**config.mk**
```make
export PLATFORM = sky130hd
export DESIGN_NAME = fsp_ctrl
export DESIGN_NICKNAME = d
export VERILOG_FILES = /design/src/design/fsp_pkg.sv /design/src/design/fsp_page_buf.sv /design/src/design/fsp_ctrl.sv
export SDC_FILE = /design/constraint.sdc
export NUM_CORES = 2
export LEC_CHECK = 0
export BUFFER_PORTS_ARGS = -buffer_cell sky130_fd_sc_hd__clkbuf_2
export CORE_MARGIN = 5
export CORE_UTILIZATION = 45
export CTS_CLUSTER_DIAMETER = 150
export DETAILED_ROUTE_END_ITERATION = 8
export PLACE_DENSITY = 0.61
export SLEW_MARGIN = 20
export SYNTH_ARGS = -nofsm -noshare
export SYNTH_HDL_FRONTEND = slang
export SYNTH_SLANG_ARGS = --single-unit
```
**constraint.sdc**
```tcl
create_clock -name clk_sys -period 2.7 [get_ports clk_sys]
set_clock_uncertainty 0.1 [all_clocks]
set_input_delay 0.54 -clock clk_sys [delete_from_list [all_inputs] [get_ports clk_sys]]
set_output_delay 0.54 -clock clk_sys [all_outputs]
set_load 0.1 [all_outputs]
```
**src/design/fsp_pkg.sv**
```systemverilog
// Purpose: Shared constants, types and helpers of the flash self-program controller.
// Assumes: 250 MHz system clock, 32-bit AXI4-Lite register access.
// Notes: Page geometry is fixed here so that the carrier structs have static widths.
package fsp_pkg;
   localparam int PTR_W = 16;
   localparam int DATA_W = 16;
   localparam int WORD_BITS = 6;
   localparam int PAGE_WORDS = 1 << WORD_BITS;
   localparam int PAGE_W = PTR_W - WORD_BITS - 1;
   localparam int ADDR_W = 8;
   localparam int LOCK_W = 6;
   localparam int CNT_W = 21;

   localparam logic [ADDR_W-1:0] OFF_CTRL = 8'h00;
   localparam logic [ADDR_W-1:0] OFF_PTR = 8'h04;
   localparam logic [ADDR_W-1:0] OFF_DATA = 8'h08;
   localparam logic [ADDR_W-1:0] OFF_STORE = 8'h0c;
   localparam logic [ADDR_W-1:0] OFF_STAT = 8'h10;
   localparam logic [ADDR_W-1:0] OFF_LOAD = 8'h14;

   localparam int B_EN = 0;
   localparam int B_REEN = 4;
   localparam int B_BUSY = 6;
   localparam int B_IE = 7;
   localparam int B_HALT = 8;
   localparam int B_EEBUSY = 9;
   localparam int B_FUSE = 10;

   localparam logic [5:0] CMD_LOAD = 6'h01;
   localparam logic [5:0] CMD_ERASE = 6'h03;
   localparam logic [5:0] CMD_WRITE = 6'h05;
   localparam logic [5:0] CMD_LOCK = 6'h09;
   localparam logic [5:0] CMD_REEN = 6'h11;

   localparam logic [2:0] STORE_WINDOW_CYC = 3'h4;
   localparam int CLK_MHZ = 250;
   localparam int OP_MIN_NS = 3700000;
   localparam int OP_MAX_NS = 4500000;
   localparam int OP_MIN_CYC = (OP_MIN_NS * CLK_MHZ + 999) / 1000;
   localparam int OP_MAX_CYC = (OP_MAX_NS * CLK_MHZ) / 1000;

   localparam logic [PTR_W-1:0] APP_RESET_ADDR = 16'h0000;
   localparam logic [LOCK_W-1:0] LOCK_RST = 6'h3f;
   localparam logic [1:0] RESP_OKAY = 2'h0;
   localparam logic [1:0] RESP_SLVERR = 2'h2;

   typedef enum logic [1:0] {ST_IDLE = 2'h0, ST_ARMED = 2'h1, ST_BUSY = 2'h3} fsp_state_t;
   typedef enum logic [1:0] {OP_ERASE = 2'h0, OP_WRITE = 2'h1, OP_LOCK = 2'h2} fsp_op_t;

   typedef struct packed {
      logic erase;
      logic write;
      logic lock;
      logic [PAGE_W-1:0] page;
      logic [LOCK_W-1:0] lock_mask;
   } fsp_flash_cmd_t;

   typedef struct packed {
      logic valid;
      logic [WORD_BITS-1:0] idx;
      logic [DATA_W-1:0] data;
   } fsp_flash_word_t;

   function automatic logic [PAGE_W-1:0] page_of(input logic [PTR_W-1:0] ptr);
      page_of = ptr[PTR_W-1:WORD_BITS+1];
   endfunction

   function automatic logic [WORD_BITS-1:0] word_of(input logic [PTR_W-1:0] ptr);
      word_of = ptr[WORD_BITS:1];
   endfunction
endpackage

```
**src/design/fsp_page_buf.sv**
```systemverilog
// Purpose: Temporary page buffer with per-slot fill flags and registered read data.
// Assumes: One write and one read port, both on clk_sys.
// Notes: An empty slot reads as all ones, like erased flash.
`timescale 1ns/1ns
`default_nettype none
module fsp_page_buf #(
   parameter int WIDTH = 16,
   parameter int DEPTH = 64,
   parameter int AW = 6
) (
   input wire logic clk_sys,
   input wire logic sys_rst,
   input wire logic clr,
   input wire logic wr_en,
   input wire logic [AW-1:0] wr_idx,
   input wire logic [WIDTH-1:0] wr_data,
   input wire logic [AW-1:0] rd_idx,
   output logic [WIDTH-1:0] rd_data
);
   logic [WIDTH-1:0] mem_r [DEPTH];
   logic [DEPTH-1:0] full_r;
   logic [WIDTH-1:0] rd_data_r;

   assign rd_data = rd_data_r;

   always_ff @(posedge clk_sys)
   begin
      if (wr_en)
      begin
         mem_r[wr_idx] <= wr_data;
      end
   end

   // A load in the same cycle as a clear survives it.
   always_ff @(posedge clk_sys)
   begin
      if (sys_rst)
      begin
         full_r <= '0;
      end
      else
      begin
         if (clr)
         begin
            full_r <= '0;
         end
         if (wr_en)
         begin
            full_r[wr_idx] <= 1'b1;
         end
      end
   end

   always_ff @(posedge clk_sys)
   begin
      if (sys_rst)
      begin
         rd_data_r <= '1;
      end
      else
      begin
         rd_data_r <= full_r[rd_idx] ? mem_r[rd_idx] : '1;
      end
   end
endmodule
`default_nettype wire

```
**src/design/fsp_ctrl.sv**
```systemverilog
// Purpose: Flash self-program controller with AXI4-Lite registers.
// Assumes: A write to the store offset stands for the core's store instruction.
// Notes: The flash macro receives a one-cycle command and, for a page write, the buffer words.
// What this block does
// - Reset vector is 0x0000 with fuse at one, boot address with fuse at zero.
// - Fuses are inputs only; software has no path to change them.
// - Pointer low bits pick the word in a page, high bits pick the page.
// - Target page is latched at start; later pointer writes do not matter.
// - Lock setting ignores the pointer entirely.
// - Load reads pick the low or high byte by pointer bit zero.
// - Erase command plus store within four cycles erases the indexed page.
// - Programming the no-read-while-write region halts the core; other region does not.
// - Load command plus store puts the data pair into the indexed buffer slot.
// - Buffer clears after page write, on region re-enable, and on reset.
// - A data EEPROM write during page loading discards the buffer.
// - Write command plus store programs the buffer into the indexed page.
// - Enabled interrupt stays asserted while the store enable bit is clear.
// - Erase or write blocks the region and holds its busy flag.
// - Lock command programs each lock bit whose data bit is zero.
// - Lock programming blocks no region and halts nothing.
// - Store enable and command bits clear if no store comes within four cycles.
// - An ongoing EEPROM write blocks every self-program command.
// - Erase, write and lock take between 3.7 ms and 4.5 ms.
//
// The placing of the registers and register access over AXI4-Lite were left to the implementer.
`timescale 1ns/1ns
`default_nettype none
module fsp_ctrl #(
   parameter int OP_TIME_CYC = fsp_pkg::OP_MIN_CYC,
   parameter logic [fsp_pkg::PAGE_W-1:0] NOREADWHILEWRITE_REGION_FIRST_PAGE = 9'h1c0,
   parameter logic [fsp_pkg::PTR_W-1:0] BOOT_RESET_ADDR = 16'hf000
) (
   input wire logic clk_sys,
   input wire logic sys_rst,
   input wire logic [fsp_pkg::ADDR_W-1:0] s_axi_awaddr,
   input wire logic s_axi_awvalid,
   output logic s_axi_awready,
   input wire logic [31:0] s_axi_wdata,
   input wire logic [3:0] s_axi_wstrb,
   input wire logic s_axi_wvalid,
   output logic s_axi_wready,
   output logic [1:0] s_axi_bresp,
   output logic s_axi_bvalid,
   input wire logic s_axi_bready,
   input wire logic [fsp_pkg::ADDR_W-1:0] s_axi_araddr,
   input wire logic s_axi_arvalid,
   output logic s_axi_arready,
   output logic [31:0] s_axi_rdata,
   output logic [1:0] s_axi_rresp,
   output logic s_axi_rvalid,
   input wire logic s_axi_rready,
   input wire logic boot_vector_fuse,
   output logic [fsp_pkg::PTR_W-1:0] reset_vector,
   input wire logic eeprom_busy,
   input wire logic eeprom_write,
   output fsp_pkg::fsp_flash_cmd_t flash_cmd,
   output fsp_pkg::fsp_flash_word_t flash_word,
   output logic [fsp_pkg::PTR_W-2:0] flash_rd_addr,
   input wire logic [fsp_pkg::DATA_W-1:0] flash_rd_data,
   output logic rww_read_block,
   output logic cpu_halt,
   output logic spm_irq
);
   localparam logic [fsp_pkg::CNT_W-1:0] OP_LAST = fsp_pkg::CNT_W'(OP_TIME_CYC - 1);

   fsp_pkg::fsp_state_t state_r;
   fsp_pkg::fsp_op_t op_r;
   logic aw_hold_r, w_hold_r, bvalid_r, rvalid_r;
   logic [fsp_pkg::ADDR_W-1:0] awaddr_r;
   logic [31:0] wdata_r, rdata_r;
   logic [3:0] wstrb_r;
   logic [1:0] bresp_r, rresp_r;
   logic [7:0] ctrl_r;
   logic busy_flag_r, halt_r;
   logic [fsp_pkg::PTR_W-1:0] ptr_r, reset_vector_r;
   logic [fsp_pkg::DATA_W-1:0] data_r;
   logic [fsp_pkg::LOCK_W-1:0] lock_bits_r;
   logic [2:0] win_cnt_r;
   logic [fsp_pkg::CNT_W-1:0] op_cnt_r;
   logic [fsp_pkg::WORD_BITS:0] stream_cnt_r;
   fsp_pkg::fsp_flash_cmd_t flash_cmd_r;
   logic word_valid_r;
   logic [fsp_pkg::WORD_BITS-1:0] word_idx_r;
   logic [fsp_pkg::DATA_W-1:0] buf_rdata;

   // Register bus decode.
   wire wr_fire = aw_hold_r && w_hold_r && !bvalid_r;
   wire ar_fire = s_axi_arvalid && !rvalid_r;
   wire sel_ctrl = wr_fire && awaddr_r == fsp_pkg::OFF_CTRL;
   wire sel_ptr = wr_fire && awaddr_r == fsp_pkg::OFF_PTR;
   wire sel_data = wr_fire && awaddr_r == fsp_pkg::OFF_DATA;
   wire store_fire = wr_fire && awaddr_r == fsp_pkg::OFF_STORE;
   wire wr_mapped = awaddr_r == fsp_pkg::OFF_CTRL || awaddr_r == fsp_pkg::OFF_PTR
                    || awaddr_r == fsp_pkg::OFF_DATA || awaddr_r == fsp_pkg::OFF_STORE;

   // Command decode.
   wire [5:0] cmd = ctrl_r[5:0];
   wire armed = state_r == fsp_pkg::ST_ARMED;
   wire do_store = armed && store_fire && !eeprom_busy;
   wire arm_req = sel_ctrl && wstrb_r[0] && state_r == fsp_pkg::ST_IDLE
                  && !eeprom_busy && wdata_r[fsp_pkg::B_EN];
   wire do_load = do_store && cmd == fsp_pkg::CMD_LOAD;
   wire do_reen = do_store && cmd == fsp_pkg::CMD_REEN;
   wire start_erase = do_store && cmd == fsp_pkg::CMD_ERASE;
   wire start_write = do_store && cmd == fsp_pkg::CMD_WRITE;
   wire start_lock = do_store && cmd == fsp_pkg::CMD_LOCK;
   wire op_start = start_erase || start_write || start_lock;
   wire win_expire = armed && !do_store && win_cnt_r == 3'h1;
   wire op_done = state_r == fsp_pkg::ST_BUSY && op_cnt_r == OP_LAST;
   wire write_done = op_done && op_r == fsp_pkg::OP_WRITE;
   wire [fsp_pkg::PAGE_W-1:0] ptr_page = fsp_pkg::page_of(ptr_r);
   wire [fsp_pkg::WORD_BITS-1:0] ptr_word = fsp_pkg::word_of(ptr_r);
   wire page_noreadwhilewrite_region = ptr_page >= NOREADWHILEWRITE_REGION_FIRST_PAGE;
   wire buf_clr = write_done || do_reen || eeprom_write;
   wire streaming = state_r == fsp_pkg::ST_BUSY && op_r == fsp_pkg::OP_WRITE && !stream_cnt_r[fsp_pkg::WORD_BITS];

   // Read selection; load reads pick a byte by pointer bit zero.
   wire [7:0] load_byte = ptr_r[0] ? flash_rd_data[15:8] : flash_rd_data[7:0];
   wire [31:0] stat_word = {21'h0, boot_vector_fuse, eeprom_busy, halt_r, 2'h0, lock_bits_r};
   wire [31:0] ctrl_word = {24'h0, ctrl_r[7], busy_flag_r, ctrl_r[5:0]};
   wire rd_ctrl = s_axi_araddr == fsp_pkg::OFF_CTRL;
   wire rd_ptr = s_axi_araddr == fsp_pkg::OFF_PTR;
   wire rd_data = s_axi_araddr == fsp_pkg::OFF_DATA;
   wire rd_stat = s_axi_araddr == fsp_pkg::OFF_STAT;
   wire rd_load = s_axi_araddr == fsp_pkg::OFF_LOAD;
   wire rd_store = s_axi_araddr == fsp_pkg::OFF_STORE;
   wire [31:0] rd_mux = rd_ctrl ? ctrl_word
                      : rd_ptr ? {16'h0, ptr_r}
                      : rd_data ? {16'h0, data_r}
                      : rd_stat ? stat_word
                      : rd_load ? {24'h0, load_byte}
                      : 32'h0;
   wire rd_mapped = rd_ctrl || rd_ptr || rd_data || rd_stat || rd_load || rd_store;

   assign s_axi_awready = !aw_hold_r && !bvalid_r;
   assign s_axi_wready = !w_hold_r && !bvalid_r;
   assign s_axi_bvalid = bvalid_r;
   assign s_axi_bresp = bresp_r;
   assign s_axi_arready = !rvalid_r;
   assign s_axi_rvalid = rvalid_r;
   assign s_axi_rdata = rdata_r;
   assign s_axi_rresp = rresp_r;
   assign reset_vector = reset_vector_r;
   assign flash_cmd = flash_cmd_r;
   assign flash_word = '{valid: word_valid_r, idx: word_idx_r, data: buf_rdata};
   assign flash_rd_addr = ptr_r[fsp_pkg::PTR_W-1:1];
   assign rww_read_block = busy_flag_r;
   assign cpu_halt = halt_r;
   assign spm_irq = ctrl_r[fsp_pkg::B_IE] && !ctrl_r[fsp_pkg::B_EN];

   fsp_page_buf #(
      .WIDTH(fsp_pkg::DATA_W),
      .DEPTH(fsp_pkg::PAGE_WORDS),
      .AW(fsp_pkg::WORD_BITS)
   ) u_buf (
      .clk_sys(clk_sys),
      .sys_rst(sys_rst),
      .clr(buf_clr),
      .wr_en(do_load),
      .wr_idx(ptr_word),
      .wr_data(data_r),
      .rd_idx(stream_cnt_r[fsp_pkg::WORD_BITS-1:0]),
      .rd_data(buf_rdata)
   );

   always_ff @(posedge clk_sys)
   begin
      if (sys_rst)
      begin
         aw_hold_r <= 1'b0;
         w_hold_r <= 1'b0;
         bvalid_r <= 1'b0;
         bresp_r <= fsp_pkg::RESP_OKAY;
         awaddr_r <= '0;
         wdata_r <= '0;
         wstrb_r <= '0;
      end
      else
      begin
         if (s_axi_awvalid && s_axi_awready)
         begin
            aw_hold_r <= 1'b1;
            awaddr_r <= s_axi_awaddr;
         end
         if (s_axi_wvalid && s_axi_wready)
         begin
            w_hold_r <= 1'b1;
            wdata_r <= s_axi_wdata;
            wstrb_r <= s_axi_wstrb;
         end
         if (wr_fire)
         begin
            aw_hold_r <= 1'b0;
            w_hold_r <= 1'b0;
            bvalid_r <= 1'b1;
            bresp_r <= wr_mapped ? fsp_pkg::RESP_OKAY : fsp_pkg::RESP_SLVERR;
         end
         else if (bvalid_r && s_axi_bready)
         begin
            bvalid_r <= 1'b0;
         end
      end
   end

   always_ff @(posedge clk_sys)
   begin
      if (sys_rst)
      begin
         rvalid_r <= 1'b0;
         rdata_r <= '0;
         rresp_r <= fsp_pkg::RESP_OKAY;
      end
      else if (ar_fire)
      begin
         rvalid_r <= 1'b1;
         rdata_r <= rd_mux;
         rresp_r <= rd_mapped ? fsp_pkg::RESP_OKAY : fsp_pkg::RESP_SLVERR;
      end
      else if (rvalid_r && s_axi_rready)
      begin
         rvalid_r <= 1'b0;
      end
   end

   // The fuse is sampled here and on status reads; no register write reaches it.
   always_ff @(posedge clk_sys)
   begin
      if (sys_rst)
      begin
         reset_vector_r <= boot_vector_fuse ? fsp_pkg::APP_RESET_ADDR : BOOT_RESET_ADDR;
      end
   end

   always_ff @(posedge clk_sys)
   begin
      if (sys_rst)
      begin
         ptr_r <= '0;
         data_r <= '0;
      end
      else
      begin
         if (sel_ptr)
         begin
            ptr_r <= {wstrb_r[1] ? wdata_r[15:8] : ptr_r[15:8], wstrb_r[0] ? wdata_r[7:0] : ptr_r[7:0]};
         end
         if (sel_data)
         begin
            data_r <= {wstrb_r[1] ? wdata_r[15:8] : data_r[15:8], wstrb_r[0] ? wdata_r[7:0] : data_r[7:0]};
         end
      end
   end

   always_ff @(posedge clk_sys)
   begin
      if (sys_rst)
      begin
         state_r <= fsp_pkg::ST_IDLE;
         ctrl_r <= '0;
         win_cnt_r <= '0;
         op_r <= fsp_pkg::OP_ERASE;
         op_cnt_r <= '0;
      end
      else
      begin
         if (sel_ctrl && wstrb_r[0])
         begin
            ctrl_r[fsp_pkg::B_IE] <= wdata_r[fsp_pkg::B_IE];
         end
         case (state_r)
            fsp_pkg::ST_IDLE:
            begin
               if (arm_req)
               begin
                  ctrl_r[5:0] <= wdata_r[5:0];
                  win_cnt_r <= fsp_pkg::STORE_WINDOW_CYC;
                  state_r <= fsp_pkg::ST_ARMED;
               end
            end
            fsp_pkg::ST_ARMED:
            begin
               win_cnt_r <= win_cnt_r - 3'h1;
               if (op_start)
               begin
                  op_r <= start_erase ? fsp_pkg::OP_ERASE : start_write ? fsp_pkg::OP_WRITE : fsp_pkg::OP_LOCK;
                  op_cnt_r <= '0;
                  state_r <= fsp_pkg::ST_BUSY;
               end
               else if (do_store || win_expire)
               begin
                  ctrl_r[5:0] <= '0;
                  state_r <= fsp_pkg::ST_IDLE;
               end
            end
            fsp_pkg::ST_BUSY:
            begin
               op_cnt_r <= op_cnt_r + fsp_pkg::CNT_W'(1);
               if (op_done)
               begin
                  ctrl_r[5:0] <= '0;
                  state_r <= fsp_pkg::ST_IDLE;
               end
            end
            default:
            begin
               state_r <= fsp_pkg::ST_IDLE;
            end
         endcase
      end
   end

   // Region flag, core halt, lock bits and the command to the flash macro.
   always_ff @(posedge clk_sys)
   begin
      if (sys_rst)
      begin
         busy_flag_r <= 1'b0;
         halt_r <= 1'b0;
         lock_bits_r <= fsp_pkg::LOCK_RST;
         flash_cmd_r <= '0;
      end
      else
      begin
         flash_cmd_r <= '0;
         if (start_erase || start_write)
         begin
            busy_flag_r <= 1'b1;
            halt_r <= page_noreadwhilewrite_region;
         end
         else if (do_reen)
         begin
            busy_flag_r <= 1'b0;
         end
         if (op_done)
         begin
            halt_r <= 1'b0;
         end
         if (op_done && op_r == fsp_pkg::OP_LOCK)
         begin
            lock_bits_r <= lock_bits_r & flash_cmd_r.lock_mask;
         end
         if (op_start)
         begin
            flash_cmd_r.erase <= start_erase;
            flash_cmd_r.write <= start_write;
            flash_cmd_r.lock <= start_lock;
            flash_cmd_r.page <= start_lock ? '0 : ptr_page;
            flash_cmd_r.lock_mask <= data_r[fsp_pkg::LOCK_W-1:0];
         end
         else
         begin
            flash_cmd_r.lock_mask <= flash_cmd_r.lock_mask;
            flash_cmd_r.page <= flash_cmd_r.page;
         end
      end
   end

   // Page write streams the buffer out one word a cycle.
   always_ff @(posedge clk_sys)
   begin
      if (sys_rst)
      begin
         stream_cnt_r <= '0;
         word_valid_r <= 1'b0;
         word_idx_r <= '0;
      end
      else
      begin
         word_valid_r <= streaming;
         word_idx_r <= stream_cnt_r[fsp_pkg::WORD_BITS-1:0];
         if (op_start)
         begin
            stream_cnt_r <= '0;
         end
         else if (streaming)
         begin
            stream_cnt_r <= stream_cnt_r + 7'h01;
         end
      end
   end

   chk_window_expire: assert property (@(posedge clk_sys) disable iff (sys_rst)
      (state_r == fsp_pkg::ST_IDLE ##1 armed) ##0 (!store_fire) [*4] |=> state_r == fsp_pkg::ST_IDLE
      && ctrl_r[5:0] == 6'h00) else $error("store window did not close");
   chk_busy_keeps_en: assert property (@(posedge clk_sys) disable iff (sys_rst)
      state_r == fsp_pkg::ST_BUSY |-> ctrl_r[fsp_pkg::B_EN]) else $error("store enable dropped early");
   chk_op_ends: assert property (@(posedge clk_sys) disable iff (sys_rst)
      op_done |=> state_r == fsp_pkg::ST_IDLE && !ctrl_r[fsp_pkg::B_EN] && op_cnt_r == OP_LAST + fsp_pkg::CNT_W'(1))
      else $error("operation did not end on time");
   chk_page_latched: assert property (@(posedge clk_sys) disable iff (sys_rst)
      op_start |=> flash_cmd_r.page == ($past(start_lock) ? '0 : $past(ptr_page))) else $error("page not latched");
   chk_region_blocked: assert property (@(posedge clk_sys) disable iff (sys_rst)
      (start_erase || start_write) |=> rww_read_block && state_r == fsp_pkg::ST_BUSY)
      else $error("region not blocked");
   chk_noreadwhilewrite_region_halt: assert property (@(posedge clk_sys) disable iff (sys_rst)
      (start_erase || start_write) |=> cpu_halt == $past(page_noreadwhilewrite_region)) else $error("halt wrong");
   chk_lock_free: assert property (@(posedge clk_sys) disable iff (sys_rst)
      start_lock |=> !cpu_halt && rww_read_block == $past(busy_flag_r)) else $error("lock blocked reads");
   chk_ee_blocks: assert property (@(posedge clk_sys) disable iff (sys_rst)
      state_r == fsp_pkg::ST_IDLE && eeprom_busy |=> state_r == fsp_pkg::ST_IDLE) else $error("command ran");
   chk_reen_clears: assert property (@(posedge clk_sys) disable iff (sys_rst)
      do_reen |=> !rww_read_block && state_r == fsp_pkg::ST_IDLE) else $error("re-enable failed");
   chk_irq_level: assert property (@(posedge clk_sys) disable iff (sys_rst)
      op_done && ctrl_r[fsp_pkg::B_IE] |=> spm_irq) else $error("no completion interrupt");
   chk_lock_only_set: assert property (@(posedge clk_sys) disable iff (sys_rst)
      ##1 (lock_bits_r & ~$past(lock_bits_r)) == 6'h00) else $error("lock bit unprogrammed");
   chk_boot_vector: assert property (@(posedge clk_sys)
      sys_rst ##1 !sys_rst |-> reset_vector == ($past(boot_vector_fuse) ? 16'h0000 : BOOT_RESET_ADDR))
      else $error("wrong reset vector");

   cov_erase: cover property (@(posedge clk_sys) disable iff (sys_rst) start_erase);
   cov_write: cover property (@(posedge clk_sys) disable iff (sys_rst) write_done);
   cov_load: cover property (@(posedge clk_sys) disable iff (sys_rst) do_load);
   cov_expire: cover property (@(posedge clk_sys) disable iff (sys_rst) win_expire);
endmodule
`default_nettype wire

```
Yosys cells after proc, flatten, opt, wreduce, memory -nomap -nowiden
Memory sizes are Yosys's and may differ from the RTL's. A register that Yosys moved wholly into a read port is not among the register bits.
Index checks and enable logic that the tools add are counted.
- multipliers: 0
- add/sub/neg operators: 3
- reductions and logical operators: 77
- bitwise operators: 4
- shifts and indexed selects: 0
- div/mod/pow operators: 0
- eq/ne operators: 25
- muxes and demuxes: 41
- magnitude comparators: 4
- operators with widths (operator ; count):
    $mux 64 ; 3
    $mux 16 ; 4
    $or 64x64->64 ; 1
    $pmux 21 s2 ; 1
    $logic_and 1x1->1 ; 33
    $eq 8x4->1 const B ; 4
    $mux 6 ; 4
    $add 21x1->21 const B ; 1
    $eq 21x20->1 const B ; 1
    $mux 21 ; 1
    $pmux 6 s3 ; 1
    $eq 8x3->1 const B ; 2
    $eq 8x5->1 const B ; 2
    $logic_not 8->1 ; 2
    $mux 2 ; 8
    $mux 8 ; 2
    $lt 6x7->1 const B ; 2
    $reduce_and 2->1 ; 7
    $logic_or 1x1->1 ; 13
    $mux 11 ; 1
    $mux 1 ; 10
    $reduce_bool 2->1 ; 5
    $reduce_or 2->1 ; 5
    $ge 9x9->1 const B ; 1
    other kinds (27) ; 40
- input bits: 78
- bits in registers: 253
- output and inout port bits: 116
- memory bits (writable): 1024
- latch bits: 0
- memory bits (read-only): 0
- word-level logic and storage cells: 188
- memories: 1
- memory list (name ; words ; bits a word ; rd ports ; clocked after Yosys merged registers in ; write ports ; RTL line ; text):
    u_buf.mem_r ; 64 ; 16 ; 1 ; 1 ; 1 ; fsp_page_buf.sv:20 ; logic [WIDTH-1:0] mem_r [DEPTH];

Depth between registers and ports, before layout
- word-level depth: 12
- mapped depth: 11
- gate-level depth less buffers: 7

Hierarchy
From an unflattened synthesis, not the netlist that was laid out.
- cells, all modules: 2810
- area total of the unflattened synthesis: 48928.2 um^2
- modules (own cells, without submodules) (module ; area each (um^2) ; seq. area each (um^2) ; times used ; cells each):
    fsp_page_buf ; 42024.1 ; 32351.0 ; 1 ; 2010
    fsp_ctrl ; 6904.1 ; 3133.0 ; 1 ; 800

Least setup slack after synthesis
OpenSTA, ideal clock, no wires.
- path type: register to register
- start: reg bvalid_r, in the netlist s_axi_bvalid
- end: reg wdata_r[10]
- path buffers: 2
- period minus slack after synthesis: 3.304 ns
- path slack: -0.604 ns
- stages on the path, launching flop included: 7
- arrival time: 3.134 ns
- setup time: 0.070 ns
- required time: 2.530 ns
- cells stage by stage: dfxtp_1 nor2_1 and2_1 clkbuf_1 buf_1 nand2_1 a21oi_1
- longest elaborated chain between the ends: 3
- RTL lines (element ; RTL line ; text):
    from (decl) ; fsp_ctrl.sv:68 ; logic aw_hold_r, w_hold_r, bvalid_r, rvalid_r;
    from (signal assigned) ; fsp_ctrl.sv:172 ; bvalid_r <= 1'b0;
    from (signal assigned) ; fsp_ctrl.sv:195 ; bvalid_r <= 1'b1;
    from (signal assigned) ; fsp_ctrl.sv:200 ; bvalid_r <= 1'b0;
    $logic_not 1->1 ; fsp_ctrl.sv:136 ; assign s_axi_wready = !w_hold_r && !bvalid_r;
    $logic_and 1x1->1 ; fsp_ctrl.sv:136 ;
    net s_axi_wready ; fsp_ctrl.sv:41 ; output logic s_axi_wready,
    $logic_and 1x1->1 ; fsp_ctrl.sv:185 ; if (s_axi_wvalid && s_axi_wready)
    to (signal assigned) ; fsp_ctrl.sv:188 ; wdata_r <= s_axi_wdata;
    to (decl) ; fsp_ctrl.sv:70 ; logic [31:0] wdata_r, rdata_r;
The timed path passes the listed nets, and every way through them passes these cells.
A chain may end at the register's enable or synchronous reset.

Worst setup path after layout
- start: reg awaddr_r[7] (netlist bit)
- end: mem u_buf.mem_r[53][4], enable pin
- longest elaborated chain between the ends: 7
- RTL lines (element ; RTL line ; text):
    from (decl) ; fsp_ctrl.sv:69 ; logic [fsp_pkg::ADDR_W-1:0] awaddr_r;
    from (signal assigned) ; fsp_ctrl.sv:183 ; awaddr_r <= s_axi_awaddr;
    $eq 8x4->1 ; fsp_ctrl.sv:92 ; wire store_fire = wr_fire && awaddr_r == fsp_pkg::OFF_STORE;
    $logic_and 1x1->1 ; fsp_ctrl.sv:92 ;
    $logic_and 1x1->1 (2 in a row) ; fsp_ctrl.sv:99 ; wire do_store = armed && store_fire && !eeprom_busy;
    $logic_and 1x1->1 ; fsp_ctrl.sv:102 ; wire do_load = do_store && cmd == fsp_pkg::CMD_LOAD;
    $mux 1 ; fsp_page_buf.sv:28 ; if (wr_en)
    $mux 1 (not written as such) ; fsp_page_buf.sv:30 ; mem_r[wr_idx] <= wr_data;
    to (decl) ; fsp_page_buf.sv:20 ;
Every way passes these cells.

==> results.md <==
- The run finished with clean final reports.
- The per-instance average area after synthesis is approximately 17 µm².
- By area the synthesized netlist is led by edfxtp_1, mux4_2, dfxtp_1, mux2i_1, nand2_1.
- In this run the cell area measured after placement is 0.0542 mm².
- The critical path goes through nor4_4, buf_4, and4_1, and4_1, nand3_1, buf_12, nor2_1, buf_4.
- The die outline width is 342 µm.
- The layout overhead on the synthesized area is 19.3%.
- The synthesis warning total is 0.
- Subtracting the final worst setup slack from the clock period gives 2.61 ns.
- The proportion of layout cells with a drive suffix above 1 is 0.283.
- The overall via count from detail_route is ~28000.
- The net count of the finished layout is 3319.
- The remaining routing DRC violations is 0.
- The initial antenna violation count was 7.
- The arrival time of data at the critical path endpoint is just under 3 ns.
- The analysis attributes to cell leakage a power of between 15 and 20 nW.
- The total number of H-tree levels is 4.
- The floorplan step set the die height to ~340 µm.
- The share of synthesized registers carrying an async set or reset is 0.
- The CTS tree is done.
- The slowest cell on the critical path is dfxtp_1.
- The cell taking the most area after synthesis is edfxtp_1.
- The placer's final routability congestion estimate is approximately 0.9.
- The starting density of the core is 0.454.
- The worst setup path is launched from a flip-flop.
- The first global-routing pass estimated roughly 190000 µm of wire.
- In this run the power density over the cells is between 600 and 700 mW/mm².
- The number of register bits inferred by synthesis is ~1300.
- The largest net degree at the start of global routing is between 70 and 80.
- The total count of hold-check failures in the final report is 0.
- The placement row count is 121.
- The die covers roughly 0.12 mm².
- The final instance area is slightly below 0.06 mm².
- The routed design has about 130000 µm of wire.
- For met2 alone, demand over resource in global routing was 0.358.
- The pre-antenna-repair detailed-routing pass consisted of 5 iterations.
- After detailed routing, the number of vias per cell comes to between 5 and 6.
- The met3 global-route usage is 0.0475.
- The number of enable flip-flop cells after synthesis is 1025.
- The register area share after synthesis is 0.716.
- The data required time of the worst path is 3.02 ns.
- Across every metal layer, demand over resource in global routing totals 0.223.
- The tree is rooted in a clkbuf_16.
- After clock tree synthesis, the clock-pin slew on the worst setup and hold paths is ~0.060 ns.
- The final count of negative-setup-slack endpoints is 0.
- Setup repair after global routing could not meet its margin everywhere.
- 194 I/O pins were placed.
- The worst-case clock buffer depth is 3.
- For this run, global-route usage on met1 was measured as 0.309.
- In this run the standard cell core region covers 0.109 mm².
- The post-route antenna net violation count is 0.
- The worst setup path is captured at a flip-flop.
- Before CTS, the worst setup slack after placement is -0.445 ns.
- In this design, the stage delay of the slowest critical-path cell is 0.33 ns.
- The most frequently used flop master after synthesis is edfxtp_1.
- The maximum vdd drop is roughly 0.00044 V.
- Summed over all layers, the global routing overflow is 0.
- For the worst-skew pair, the clock arrives at the later sink with an insertion delay of approximately 0.73 ns.
- Timing would allow up to between 300 and 400 MHz.
- The synthesized instance count is between 2000 and 3000.
- The busiest layer in global routing is met2.
- The placed wire-length estimate after detailed placement is 84100 µm.
- The number of global-route vias before repair was 28600.
- The area of the mapped netlist is slightly below 0.05 mm².
- Counting distinct cell types in the post-synthesis netlist gives 86.
- The critical path is of the flip-flop to flip-flop type.
- The slew at the pin closest to its max-slew limit is approximately 0.94 ns.
- The class of the tightest hold or removal check is input port to flip-flop.
- The setup slack after layout is slightly above 0.09 ns.
- The largest driver fanout on the critical path is 16.
- The number of input and output port buffers inserted is roughly 150.
- The number of clock buffers added by TritonCTS is 133.
- The normalized max-slew margin is 0.372.
- The clock drives 1260 sinks.
- The DRC violation total after the first TritonRoute iteration is 2905.
- Dividing the final minimum period by the clock period gives 0.966.
- The area share of the largest cell type after synthesis is 0.621.
- The filler cells instantiated in the layout total around 8500.
- In the final routed layout, each cell accounts on average for 27.2 µm.
- The number of maximum-capacitance violations is 0.
- The number of max-slew violations in the final report is 0.
[through the flow]
step           utilization  power [W]  hold slack, ns  TNS, ns  instances
4_1_cts              0.541     0.0402           0.113        0       4818
2_1_floorplan            -     0.0217           0.323  -177.47       2894
5_1_grt              0.541     0.0411           0.151  -0.0112       4819
6_report             0.541     0.0399           0.157        0       4821
3_5_place_dp         0.497     0.0218           0.346    -1.41       4545
3_3_place_gp         0.497     0.0218           0.339   -0.882       4545
[where the power goes]
part	switching (W)	internal, W	leakage, nW
combinational	0.000503	0.000149	5.85
clock	0.00744	0.0111	2.16
sequential	0.0000400	0.0207	11.4
[sequential cells by signal, indices dropped and copies added (netlist names), 7 cells and up]
name,flops
ctrl_r,7
u_buf.full_r,64
s_axi_rdata,16
flash_cmd,18
op_cnt_r,21
wdata_r,16
awaddr_r,8
u_buf.rd_data,16
ptr_r,16
u_buf.mem_r,1024
stream_cnt_r,7
data_r,16
[final timing paths]
| check | slack, ns | to | cells after the start | from |
|---|---|---|---|---|
| setup / recovery | 0.09 | u_buf.mem_r[53][4] | 8 | awaddr_r[7] |
| hold / removal | 0.16 | s_axi_rdata[7] | 4 | s_axi_araddr[5] |
| hold reg to reg | 0.36 | u_buf.full_r[19] | 1 | u_buf.full_r[19] |
| setup reg to reg | 0.09 | u_buf.mem_r[53][4] | 8 | awaddr_r[7] |
[layer usage]
layer | routed length, µm | up-vias | part of all wire
met5 | 12 | - | 0.000092
met4 | 3630 | 2 | 0.028
met3 | 10600 | 187 | 0.081
met2 | 62800 | 1194 | 0.48
met1 | 54000 | 14600 | 0.41
li1 | - | 12100 | -
[kinds of logic after synthesis]
logic type,count (synthesis),synth area share
flip-flops,1260,0.716
adder cells (fa/ha/maj),4,0.00101
multiplexers,416,0.145
XOR/XNOR,9,0.00159
buffers and inverters,246,0.0282
other,1,0.0000757
AND/OR/NAND/NOR,568,0.0540
AO/OA/AOI/OAI,361,0.0538
[cell usage after synthesis (all sizes together), types with 18 or more instances]
cell type / number
o21ai: 27
dfxtp: 235
inv: 20
edfxtp: 1025
buf: 157
mux4: 241
o2bb2ai: 65
nor2b: 23
mux2i: 153
nor2: 165
clkbuf: 69
nand3: 44
a32oi: 19
o22ai: 18
a21oi: 83
mux2: 22
nand2: 221
a22oi: 36
[placed cells by master, fill, tap and decap left out, types with 28 or more instances in the layout]
| cell | Yosys | final |
|---|---|---|
| clkbuf_16 | 0 | 137 |
| conb_1 | 1 | 30 |
| mux4_2 | 241 | 241 |
| a22oi_1 | 36 | 36 |
| clkbuf_1 | 68 | 31 |
| a21oi_1 | 82 | 82 |
| buf_4 | 79 | 155 |
| mux2i_1 | 153 | 153 |
| buf_12 | 0 | 102 |
| nor2_1 | 165 | 137 |
| edfxtp_1 | 1025 | 1025 |
| o2bb2ai_1 | 65 | 65 |
| nand2_1 | 221 | 221 |
| nor2_2 | 0 | 28 |
| dfxtp_1 | 235 | 214 |
| dlygate4sd3_1 | 0 | 31 |
| clkbuf_2 | 1 | 145 |
| nand3_1 | 44 | 44 |
[cell type report]
| class | instances | area, µm² | area share |
|---|---|---|---|
| Clock inverter | 62 | 749 | 0.0127 |
| Inverter | 20 | 75.1 | 0.00127 |
| Sequential cell | 1260 | 35500 | 0.601 |
| Timing Repair Buffer | 434 | 4260 | 0.0721 |
| Tap cell | 1476 | 1850 | 0.0312 |
| Clock buffer | 179 | 3690 | 0.0624 |
| Multi-Input combinational cell | 1388 | 13000 | 0.219 |
| Antenna cell | 2 | 5.00 | 0.0000847 |
[critical path, delay by kind of cell (launching register included)]
kind | cells | cell delay, ns
AND/OR/NAND/NOR | 5 | 1.23
flip-flops | 1 | 0.33
buffers and inverters | 3 | 0.63
[what timing repair did]
action,CTS,global route
hold buffers,31,0
hold endpoints to repair,31,0
endpoints found under the setup margin,16,225
pin swaps,1,0
gates resized for setup,12,6
setup buffers,1,1
Note: power is estimated with default switching activity, not from simulation.
